--- config.mk ---
export PLATFORM = sky130hd
export DESIGN_NAME = ett_timer
export DESIGN_NICKNAME = d
export VERILOG_FILES = /design/src/pkg/ett_pkg.sv /design/src/pkg/ett_reg_if.sv /design/src/ett_axil_slave.sv /design/src/ett_timer.sv
export SDC_FILE = /design/constraint.sdc
export NUM_CORES = 1
export LEC_CHECK = 0
export BUFFER_PORTS_ARGS = -buffer_cell sky130_fd_sc_hd__buf_2
export CORE_MARGIN = 4
export CORE_UTILIZATION = 35
export DETAILED_ROUTE_END_ITERATION = 10
export PLACE_DENSITY_LB_ADDON = 0.15
export SLEW_MARGIN = 20
export SYNTH_ARGS = -nofsm -noshare
export SYNTH_HDL_FRONTEND = slang
export SYNTH_SLANG_ARGS = --single-unit
--- constraint.sdc ---
create_clock -name aclk -period 3.2 [get_ports aclk]
set_input_delay 0.32 -clock aclk [delete_from_list [all_inputs] [get_ports aclk]]
set_output_delay 0.32 -clock aclk [all_outputs]
set_load 0.01 [all_outputs]
--- src/pkg/ett_pkg.sv ---
// Shared constants and types of the eight/sixteen bit timer
package ett_pkg;
  localparam int unsigned IDX_W = 14;
  localparam int unsigned ADDR_LSB = 2;
  localparam int unsigned BYTE_W = 8;
  localparam int unsigned PRE_W = 15;
  localparam int unsigned POST_W = 4;
  localparam int unsigned WIDE_W = 16;
  localparam logic [13:0] IDX_LOW = 14'h0FD2;
  localparam logic [13:0] IDX_HIGH = 14'h0FD3;
  localparam logic [13:0] IDX_CON0 = 14'h0FD4;
  localparam logic [13:0] IDX_CON1 = 14'h0FD5;
  localparam logic [7:0] REG_RESET = 8'h00;
  localparam int unsigned CON0_EN_BIT = 7;
  localparam int unsigned CON0_OUT_BIT = 5;
  localparam int unsigned CON0_WIDE_BIT = 4;
  localparam int unsigned CON0_PS_MSB = 3;
  localparam int unsigned CON0_PS_LSB = 0;
  localparam int unsigned CON1_CS_MSB = 7;
  localparam int unsigned CON1_CS_LSB = 5;
  localparam int unsigned CON1_BYPASS_BIT = 4;
  localparam int unsigned CON1_PRE_MSB = 3;
  localparam int unsigned CON1_PRE_LSB = 0;
  localparam logic [15:0] WIDE_MAX = 16'hFFFF;
  localparam logic [1:0] RESP_OKAY = 2'h0;
  localparam logic [1:0] RESP_SLVERR = 2'h2;
  typedef enum logic [2:0] {
    SRC_PIN = 3'h0,
    SRC_PIN_INV = 3'h1,
    SRC_FOSC4 = 3'h2,
    SRC_FAST_OSC = 3'h3,
    SRC_SLOW_OSC = 3'h4,
    SRC_SEC_OSC = 3'h5,
    SRC_MED_OSC = 3'h6,
    SRC_LOGIC_CELL = 3'h7
  } ett_src_t;
endpackage

--- src/pkg/ett_reg_if.sv ---
// Register strobe carrier between the bus slave and the timer core
`timescale 1ns/1ps
interface ett_reg_if;
  logic wr_en;
  logic rd_en;
  logic [13:0] idx;
  logic [7:0] wdata;
  logic [7:0] rdata;
  modport slave (output wr_en, output rd_en, output idx, output wdata, input rdata);
  modport core (input wr_en, input rd_en, input idx, input wdata, output rdata);
endinterface

--- src/ett_axil_slave.sv ---
// AXI4-Lite slave producing byte register strobes
`timescale 1ns/1ps
module ett_axil_slave #(
  parameter int unsigned ADDR_W = 16
) (
  input wire logic aclk,
  input wire logic aresetn,
  input wire logic [ADDR_W-1:0] s_axi_awaddr,
  input wire logic s_axi_awvalid,
  output logic s_axi_awready,
  input wire logic [31:0] s_axi_wdata,
  input wire logic [3:0] s_axi_wstrb,
  input wire logic s_axi_wvalid,
  output logic s_axi_wready,
  output logic [1:0] s_axi_bresp,
  output logic s_axi_bvalid,
  input wire logic s_axi_bready,
  input wire logic [ADDR_W-1:0] s_axi_araddr,
  input wire logic s_axi_arvalid,
  output logic s_axi_arready,
  output logic [31:0] s_axi_rdata,
  output logic [1:0] s_axi_rresp,
  output logic s_axi_rvalid,
  input wire logic s_axi_rready,
  ett_reg_if.slave rif
);
  if (ADDR_W < ett_pkg::IDX_W + ett_pkg::ADDR_LSB) begin : g_chk
    $error("ADDR_W too small for the register indices");
  end
  logic wready_reg;
  logic arready_reg;
  logic bvalid_reg;
  logic rvalid_reg;
  logic [1:0] bresp_reg;
  logic [1:0] rresp_reg;
  logic [31:0] rdata_reg;
  wire wr_go = s_axi_awvalid && s_axi_wvalid && !wready_reg && !bvalid_reg;
  wire rd_go = s_axi_arvalid && !arready_reg && !rvalid_reg && !wr_go && !wready_reg;
  wire wr_hs = wready_reg && s_axi_awvalid && s_axi_wvalid;
  wire rd_hs = arready_reg && s_axi_arvalid;
  wire [ADDR_W-1:0] sel_addr = wready_reg ? s_axi_awaddr : s_axi_araddr;
  wire [13:0] sel_idx = sel_addr[ett_pkg::ADDR_LSB +: ett_pkg::IDX_W];
  wire hit = (sel_idx >= ett_pkg::IDX_LOW) && (sel_idx <= ett_pkg::IDX_CON1)
    && (sel_addr[ett_pkg::ADDR_LSB-1:0] == 2'h0)
    && (sel_addr >> (ett_pkg::IDX_W + ett_pkg::ADDR_LSB) == '0);
  wire [1:0] resp = hit ? ett_pkg::RESP_OKAY : ett_pkg::RESP_SLVERR;
  // Only byte lane 0 carries register data
  assign rif.wr_en = wr_hs && hit && s_axi_wstrb[0];
  assign rif.rd_en = rd_hs && hit;
  assign rif.idx = sel_idx;
  assign rif.wdata = s_axi_wdata[7:0];
  always_ff @(posedge aclk) begin
    if (!aresetn) begin
      wready_reg <= 1'b0;
      arready_reg <= 1'b0;
      bvalid_reg <= 1'b0;
      rvalid_reg <= 1'b0;
      bresp_reg <= ett_pkg::RESP_OKAY;
      rresp_reg <= ett_pkg::RESP_OKAY;
      rdata_reg <= 32'h0;
    end else begin
      wready_reg <= wr_go;
      arready_reg <= rd_go;
      if (wr_hs) begin
        bvalid_reg <= 1'b1;
        bresp_reg <= resp;
      end else if (s_axi_bready) begin
        bvalid_reg <= 1'b0;
      end
      if (rd_hs) begin
        rvalid_reg <= 1'b1;
        rresp_reg <= resp;
        rdata_reg <= hit ? {24'h0, rif.rdata} : 32'h0;
      end else if (s_axi_rready) begin
        rvalid_reg <= 1'b0;
      end
    end
  end
  assign s_axi_awready = wready_reg;
  assign s_axi_wready = wready_reg;
  assign s_axi_arready = arready_reg;
  assign s_axi_bvalid = bvalid_reg;
  assign s_axi_bresp = bresp_reg;
  assign s_axi_rvalid = rvalid_reg;
  assign s_axi_rresp = rresp_reg;
  assign s_axi_rdata = rdata_reg;
endmodule

--- src/ett_timer.sv ---
// Eight/sixteen bit timer with prescaler, postscaler and AXI4-Lite registers
// Function
// - The timer counts only while the enable bit of the first control register is one.
// - The first control register shows the output level on bit 5, and writes to it are ignored.
// - The wide mode bit picks a 16-bit free-running timer, otherwise an 8-bit timer with a period.
// - The postscaler divides timer events by the select field plus one, from 1:1 to 1:16.
// - The clock source select field of the second control register picks the counting clock.
// - With the bypass bit zero the counter input is aligned to the instruction clock, else not.
// - The prescaler divides the selected input by two to the power of its four-bit code.
// - In 8-bit mode the high register is the period, and the low count restarts from zero on reaching it.
// - In 16-bit mode the high register buffers the most significant byte of the count.
// - The low register holds the running count, whole in 8-bit mode and the low byte in 16-bit mode.
// - Source codes map to the pin, the inverted pin, the instruction clock, the oscillators and the logic cell.
// - In 8-bit mode a match with the buffered period clears the count and reloads the buffer.
// - In 16-bit mode reading the low byte latches the high byte, and writing the low byte loads it.
// - The interrupt flag is raised each time the postscaled output toggles.
`timescale 1ns/1ps
module ett_timer #(
  parameter int unsigned ADDR_W = 16
) (
  input wire logic aclk,
  input wire logic aresetn,
  input wire logic [ADDR_W-1:0] s_axi_awaddr,
  input wire logic s_axi_awvalid,
  output logic s_axi_awready,
  input wire logic [31:0] s_axi_wdata,
  input wire logic [3:0] s_axi_wstrb,
  input wire logic s_axi_wvalid,
  output logic s_axi_wready,
  output logic [1:0] s_axi_bresp,
  output logic s_axi_bvalid,
  input wire logic s_axi_bready,
  input wire logic [ADDR_W-1:0] s_axi_araddr,
  input wire logic s_axi_arvalid,
  output logic s_axi_arready,
  output logic [31:0] s_axi_rdata,
  output logic [1:0] s_axi_rresp,
  output logic s_axi_rvalid,
  input wire logic s_axi_rready,
  input wire logic instruction_tick,
  input wire logic selected_input_pin,
  input wire logic fast_internal_oscillator,
  input wire logic slow_internal_oscillator,
  input wire logic medium_internal_oscillator,
  input wire logic secondary_oscillator,
  input wire logic first_logic_cell_output,
  output logic postscaled_output,
  output logic timer_interrupt_flag
);
  ett_reg_if rif ();

  // Refuse an address bus too narrow for the register indices
  if (ADDR_W < ett_pkg::IDX_W + ett_pkg::ADDR_LSB) begin : g_addr_chk
    $error("ADDR_W too small for the register indices");
  end

  ett_axil_slave #(
    .ADDR_W(ADDR_W)
  ) u_slave (
    .aclk(aclk),
    .aresetn(aresetn),
    .s_axi_awaddr(s_axi_awaddr),
    .s_axi_awvalid(s_axi_awvalid),
    .s_axi_awready(s_axi_awready),
    .s_axi_wdata(s_axi_wdata),
    .s_axi_wstrb(s_axi_wstrb),
    .s_axi_wvalid(s_axi_wvalid),
    .s_axi_wready(s_axi_wready),
    .s_axi_bresp(s_axi_bresp),
    .s_axi_bvalid(s_axi_bvalid),
    .s_axi_bready(s_axi_bready),
    .s_axi_araddr(s_axi_araddr),
    .s_axi_arvalid(s_axi_arvalid),
    .s_axi_arready(s_axi_arready),
    .s_axi_rdata(s_axi_rdata),
    .s_axi_rresp(s_axi_rresp),
    .s_axi_rvalid(s_axi_rvalid),
    .s_axi_rready(s_axi_rready),
    .rif(rif.slave)
  );

  logic [7:0] low_reg;
  logic [7:0] high_reg;
  logic [7:0] cnt_high_reg;
  logic [7:0] buf_reg;
  logic en_reg;
  logic wide_reg;
  logic [3:0] post_sel_reg;
  logic out_reg;
  ett_pkg::ett_src_t cs_reg;
  logic bypass_reg;
  logic [3:0] pre_sel_reg;
  logic [14:0] presc_cnt_reg;
  logic [3:0] post_cnt_reg;
  logic src_prev_reg;
  logic pend_reg;
  logic flag_reg;

  // Register decode
  wire wr_low = rif.wr_en && (rif.idx == ett_pkg::IDX_LOW);
  wire wr_high = rif.wr_en && (rif.idx == ett_pkg::IDX_HIGH);
  wire wr_con0 = rif.wr_en && (rif.idx == ett_pkg::IDX_CON0);
  wire wr_con1 = rif.wr_en && (rif.idx == ett_pkg::IDX_CON1);
  wire rd_low = rif.rd_en && (rif.idx == ett_pkg::IDX_LOW);
  wire [7:0] con0_val = {en_reg, 1'b0, out_reg, wide_reg, post_sel_reg};
  wire [7:0] con1_val = {cs_reg, bypass_reg, pre_sel_reg};
  assign rif.rdata = (rif.idx == ett_pkg::IDX_LOW) ? low_reg :
                     (rif.idx == ett_pkg::IDX_HIGH) ? high_reg :
                     (rif.idx == ett_pkg::IDX_CON0) ? con0_val :
                     (rif.idx == ett_pkg::IDX_CON1) ? con1_val : ett_pkg::REG_RESET;

  // Clock source selection and edge detection
  wire src_raw = (cs_reg == ett_pkg::SRC_PIN) ? selected_input_pin :
                 (cs_reg == ett_pkg::SRC_PIN_INV) ? ~selected_input_pin :
                 (cs_reg == ett_pkg::SRC_FOSC4) ? instruction_tick :
                 (cs_reg == ett_pkg::SRC_FAST_OSC) ? fast_internal_oscillator :
                 (cs_reg == ett_pkg::SRC_SLOW_OSC) ? slow_internal_oscillator :
                 (cs_reg == ett_pkg::SRC_SEC_OSC) ? secondary_oscillator :
                 (cs_reg == ett_pkg::SRC_MED_OSC) ? medium_internal_oscillator :
                 first_logic_cell_output;
  wire src_rise = src_raw && !src_prev_reg;
  // Aligned mode holds a seen edge until the next instruction clock
  wire pend_next = en_reg && !bypass_reg && !instruction_tick && (pend_reg || src_rise);
  wire count_in = en_reg && (bypass_reg ? src_rise :
                  (instruction_tick && (pend_reg || src_rise)));

  // Prescaler: counter and control writes clear it
  wire ctrl_clr = wr_low || wr_con0 || wr_con1;
  wire [15:0] presc_lim16 = (16'h0001 << pre_sel_reg) - 16'h0001;
  wire [14:0] presc_lim = presc_lim16[14:0];
  wire presc_tick = count_in && (presc_cnt_reg == presc_lim);
  wire [14:0] presc_next = ctrl_clr ? 15'h0 :
                           presc_tick ? 15'h0 :
                           count_in ? presc_cnt_reg + 15'h1 : presc_cnt_reg;
  wire adv = presc_tick && !ctrl_clr;

  // Counter
  wire [15:0] wide_cnt = {cnt_high_reg, low_reg};
  wire [15:0] wide_sum = wide_cnt + 16'h0001;
  wire match8 = (low_reg == buf_reg);
  wire wide_top = (wide_cnt == ett_pkg::WIDE_MAX);
  wire tmr_event = adv && (wide_reg ? wide_top : match8);
  wire [7:0] low_step = wide_reg ? wide_sum[7:0] :
                        (match8 ? 8'h00 : low_reg + 8'h01);
  wire [7:0] low_next = wr_low ? rif.wdata : (adv ? low_step : low_reg);
  wire [7:0] cnt_high_next = (wr_low && wide_reg) ? high_reg :
                             (adv && wide_reg) ? wide_sum[15:8] : cnt_high_reg;
  wire [7:0] high_next = wr_high ? rif.wdata :
                         (rd_low && wide_reg) ? cnt_high_reg : high_reg;
  wire [7:0] buf_next = (adv && !wide_reg && match8) ? high_reg : buf_reg;

  // Postscaler and output
  wire post_hit = (post_cnt_reg == post_sel_reg);
  wire [3:0] post_next = ctrl_clr ? 4'h0 :
                         tmr_event ? (post_hit ? 4'h0 : post_cnt_reg + 4'h1) : post_cnt_reg;
  wire out_flip = tmr_event && post_hit;
  wire out_next = out_reg ^ out_flip;
  wire flag_next = out_flip;

  always_ff @(posedge aclk) begin
    if (!aresetn) begin
      low_reg <= ett_pkg::REG_RESET;
      high_reg <= ett_pkg::REG_RESET;
      cnt_high_reg <= ett_pkg::REG_RESET;
      buf_reg <= ett_pkg::REG_RESET;
      presc_cnt_reg <= 15'h0;
      post_cnt_reg <= 4'h0;
      out_reg <= 1'b0;
      flag_reg <= 1'b0;
      src_prev_reg <= 1'b0;
      pend_reg <= 1'b0;
    end else begin
      low_reg <= low_next;
      high_reg <= high_next;
      cnt_high_reg <= cnt_high_next;
      buf_reg <= buf_next;
      presc_cnt_reg <= presc_next;
      post_cnt_reg <= post_next;
      out_reg <= out_next;
      flag_reg <= flag_next;
      src_prev_reg <= src_raw;
      pend_reg <= pend_next;
    end
  end

  always_ff @(posedge aclk) begin
    if (!aresetn) begin
      en_reg <= 1'b0;
      wide_reg <= 1'b0;
      post_sel_reg <= 4'h0;
    end else if (wr_con0) begin
      en_reg <= rif.wdata[ett_pkg::CON0_EN_BIT];
      wide_reg <= rif.wdata[ett_pkg::CON0_WIDE_BIT];
      post_sel_reg <= rif.wdata[ett_pkg::CON0_PS_MSB:ett_pkg::CON0_PS_LSB];
    end
  end

  always_ff @(posedge aclk) begin
    if (!aresetn) begin
      cs_reg <= ett_pkg::SRC_PIN;
      bypass_reg <= 1'b0;
      pre_sel_reg <= 4'h0;
    end else if (wr_con1) begin
      cs_reg <= ett_pkg::ett_src_t'(rif.wdata[ett_pkg::CON1_CS_MSB:ett_pkg::CON1_CS_LSB]);
      bypass_reg <= rif.wdata[ett_pkg::CON1_BYPASS_BIT];
      pre_sel_reg <= rif.wdata[ett_pkg::CON1_PRE_MSB:ett_pkg::CON1_PRE_LSB];
    end
  end

  assign postscaled_output = out_reg;
  assign timer_interrupt_flag = flag_reg;

  // Independent tallies used only by the checks below
  logic [15:0] chk_edges_reg;
  logic [4:0] chk_events_reg;
  wire [15:0] chk_ratio = 16'h0001 << pre_sel_reg;
  always_ff @(posedge aclk) begin
    if (!aresetn || ctrl_clr || presc_tick) begin
      chk_edges_reg <= 16'h0000;
    end else if (count_in) begin
      chk_edges_reg <= chk_edges_reg + 16'h0001;
    end
  end
  always_ff @(posedge aclk) begin
    if (!aresetn || ctrl_clr || out_flip) begin
      chk_events_reg <= 5'h00;
    end else if (tmr_event) begin
      chk_events_reg <= chk_events_reg + 5'h01;
    end
  end
endmodule

==> flow_metrics.env <==
export IMPL_status="finished clean"
export IMPL_post_drt_wl_per_cell_um=17.3
export IMPL_cts_path_max_buffers=2
export IMPL_synth_edf_count=0
export IMPL_start_util_pct=36.0
export IMPL_grtUsageMet2_pct=30.8
export IMPL_crit_path_max_incr_delay_ns=0.57
export IMPL_grt_met1_usage_pct=25.0
export IMPL_dr_pass1_iters=5
export IMPL_ys_warnings_count=0
export IMPL_drive_above_1_share_pct=19.9
export IMPL_required_ns=3.44
export IMPL_row_count=44
export IMPL_hpwl_um=12300
export IMPL_rsz0062_at_grt="false"
export IMPL_fillCellCount=1510
export IMPL_grtUsageTotal_pct=19.1
export IMPL_busiest_layer="met2"
export IMPL_clock_latency_ns=0.35
export IMPL_crit_chain="nor2_2, nand3_1, ha_2, or4b_4, o21ai_0, xor2_1, or4_4, buf_4, nor4_4, buf_12, mux2i_1, nor2_1"
export IMPL_worst_pin_slew_ns=0.875
export IMPL_finalCriticalPeriod_ns=2.99
export IMPL_setup_worst_path_class="reg -> reg"
export IMPL_num_antenna_cells=0
export IMPL_seq_power_share_pct=44.8
export IMPL_cts_tree="yes"
export IMPL_drtAntennaViolNets=0
export IMPL_vias=5228
export IMPL_dieHeight_um=131
export IMPL_p_int_uw=1800
export IMPL_final_common_cell="dfxtp_1"
export IMPL_slowest_stage="or4_4"
export IMPL_hold_viol_final=0
export IMPL_detail_route_iter0_violations=343
export IMPL_ys_top_cells_by_area="dfxtp_1, a21oi_1, nor2_1, nand2_1, buf_4"
export IMPL_yosys_area_top_type="dfxtp_1"
export IMPL_setup_tns_ns=0
export IMPL_grt_remaining_overflow=0
export IMPL_first_global_vias=4843
export IMPL_setup_viol=0
export IMPL_crit_path_start_kind="flop"
export IMPL_cap_viol_max_count=0
export IMPL_arrival_ns=3.23
export IMPL_drv_slew=0
export IMPL_cts_sinks=83
export IMPL_drc=0
export IMPL_whs_ns=0.196
export IMPL_grt_max_degree=36
export IMPL_die_area_um2=17100
export IMPL_final_nets=831
export IMPL_pwr_share_comb_pct=5.1
export IMPL_synth_async_reset_ratio_pct=0
export IMPL_power_density_nw_per_um2=373
export IMPL_gp_congestion=0.934
export IMPL_relSlewSlack_pct=41.7
export IMPL_numPortBuffers=71
export IMPL_power_leakage_uw=0.00234
export IMPL_swShare_pct=22.2
export IMPL_largest_reg_flops=15
export IMPL_syn_area_um2=5270
export IMPL_syn_inst=668
export IMPL_core_um2=14600
export IMPL_clkPwrFrac_pct=50.1
export IMPL_ys_flop_type="dfxtp_1"
export IMPL_cts_buffers=9
export IMPL_clockRootBuffer="clkbuf_16"
export IMPL_switchingPower_uw=513
export IMPL_grt_first_pass_wirelength_um=25400
export IMPL_cts_clk_slew_worst_paths_ns=0.06
export IMPL_synthDistinctLibCells=71
export IMPL_ioPinCount=125
export IMPL_antenna_found_initial=0
export IMPL_crit_family="simple AND/OR/NAND/NOR gates"
export IMPL_yosys_area_top_type_share_pct=31.6
export IMPL_die_w_um=131
export IMPL_routed_via_density=5.60
export IMPL_final_cell_mix="dfxtp_1, buf_2, nand2_1"
export IMPL_use_met3_pct=3.94
export IMPL_ys_ff_latch=83
export IMPL_ys_seq_area_share_pct=31.6
export IMPL_cts_htree_levels=3
export IMPL_min_path_type="in -> reg"
export IMPL_synth_area_per_cell_um2=7.88
export IMPL_fmax_mhz=334
export IMPL_post_route_period_util_pct=93.5
export IMPL_routed_wl_um=16200
export IMPL_ir_drop_v=0.000350
export IMPL_fin_worst_skew_ns=0.00503
export IMPL_end_kind="flop"
export IMPL_path_max_fanout=8
export IMPL_areaGrowthSynthToFinish_pct=17.8
export IMPL_path_buf_inv=2
## layout make-up
type | instances | area (um2) | share of cell area (%)
Clock inverter | 4 | 72.6 | 1.17
Sequential cell | 83 | 1670 | 26.9
Tap cell | 184 | 230 | 3.71
Multi-Input combinational cell | 532 | 3300 | 53.2
Timing Repair Buffer | 106 | 631 | 10.2
Inverter | 13 | 48.8 | 0.786
Clock buffer | 12 | 256 | 4.13
## worst reg2reg max path: cells and delay by family, from the launching register on
| kind | cells | cell delay (ns) |
|---|---|---|
| simple gates | 6 | 1.52 |
| buf+inv | 2 | 0.36 |
| flops | 1 | 0.35 |
| fa+ha+maj | 1 | 0.21 |
| mux | 1 | 0.19 |
| xor+xnor | 1 | 0.14 |
| compound gates | 1 | 0.11 |
## cell usage after synthesis, types with 6 or more instances
cell / number
a211oi_1: 9
a21o_1: 6
a21oi_1: 52
a221oi_1: 8
a22o_1: 10
and3_1: 11
buf_2: 6
buf_4: 30
clkbuf_1: 24
dfxtp_1: 83
inv_1: 11
mux2i_1: 21
nand2_1: 65
nand2b_1: 6
nand3_1: 37
nand3b_1: 6
nand4_1: 11
nor2_1: 66
nor3_1: 21
nor4_1: 10
nor4b_1: 7
o21ai_0: 25
o31ai_1: 6
xnor2_1: 18
xor2_1: 15
## through the flow
| step | util, % | setup slack, ns | power, uW | instance area (um2) | cells |
|---|---|---|---|---|---|
| final | 42.4 | 0.207 | 2320 | 6210 | 934 |
| after floorplan | - | 0.0142 | 1140 | 5360 | 693 |
| after global placement | 39.8 | 0.0460 | 1180 | 5830 | 917 |
| after detailed placement | 39.8 | -0.0786 | 1180 | 5830 | 917 |
| after global routing | 42.4 | 0.0102 | 2390 | 6210 | 934 |
| after CTS | 42.1 | 0.0734 | 2340 | 6170 | 933 |
## path summary, 6_finish.rpt
path	end	depth (start not counted)	startpoint	slack, ns
hold reg to reg	u_slave.s_axi_rdata[2]	2	u_slave.s_axi_rdata[2]	0.45
hold / removal	pend_reg	2	instruction_tick	0.20
setup reg to reg	buf_reg[7]	12	pre_sel_reg[1]	0.21
setup / recovery	buf_reg[7]	12	pre_sel_reg[1]	0.21
## power by group through the flow
| stage | combinational (uW) | sequential, uW | clock (uW) |
|---|---|---|---|
| global route | 131 | 1040 | 1220 |
| finish | 118 | 1040 | 1160 |
| floorplan | 77.1 | 1060 | 0 |
| detailed placement | 116 | 1060 | 0 |
| global placement | 114 | 1060 | 0 |
| CTS | 117 | 1040 | 1190 |
## logic make-up after synthesis
| logic type | after synthesis | share of synthesized area, % |
|---|---|---|
| simple gates | 276 | 26.9 |
| flops | 83 | 31.6 |
| mux | 25 | 4.85 |
| xor+xnor | 33 | 5.49 |
| other cells | 1 | 0.0712 |
| compound gates | 168 | 22.0 |
| fa+ha+maj | 4 | 0.950 |
| buf+inv | 78 | 8.24 |
## repair_timing
item / in CTS / in global routing
pin swaps: 1 / 3
hold buffers: 0 / 0
buffers inserted: 0 / 1
endpoints found under the hold margin: 0 / 0
resized for setup: 1 / 11
setup endpoints to repair: 17 / 44
## per-layer routing
metal | vias up | share of wire [%]
li1 | 2559 | -
met5 | - | 0
met3 | 30 | 5.0
met1 | 2476 | 46
met2 | 163 | 47
met4 | 0 | 2.8
Power figures use the tool's default switching activity.
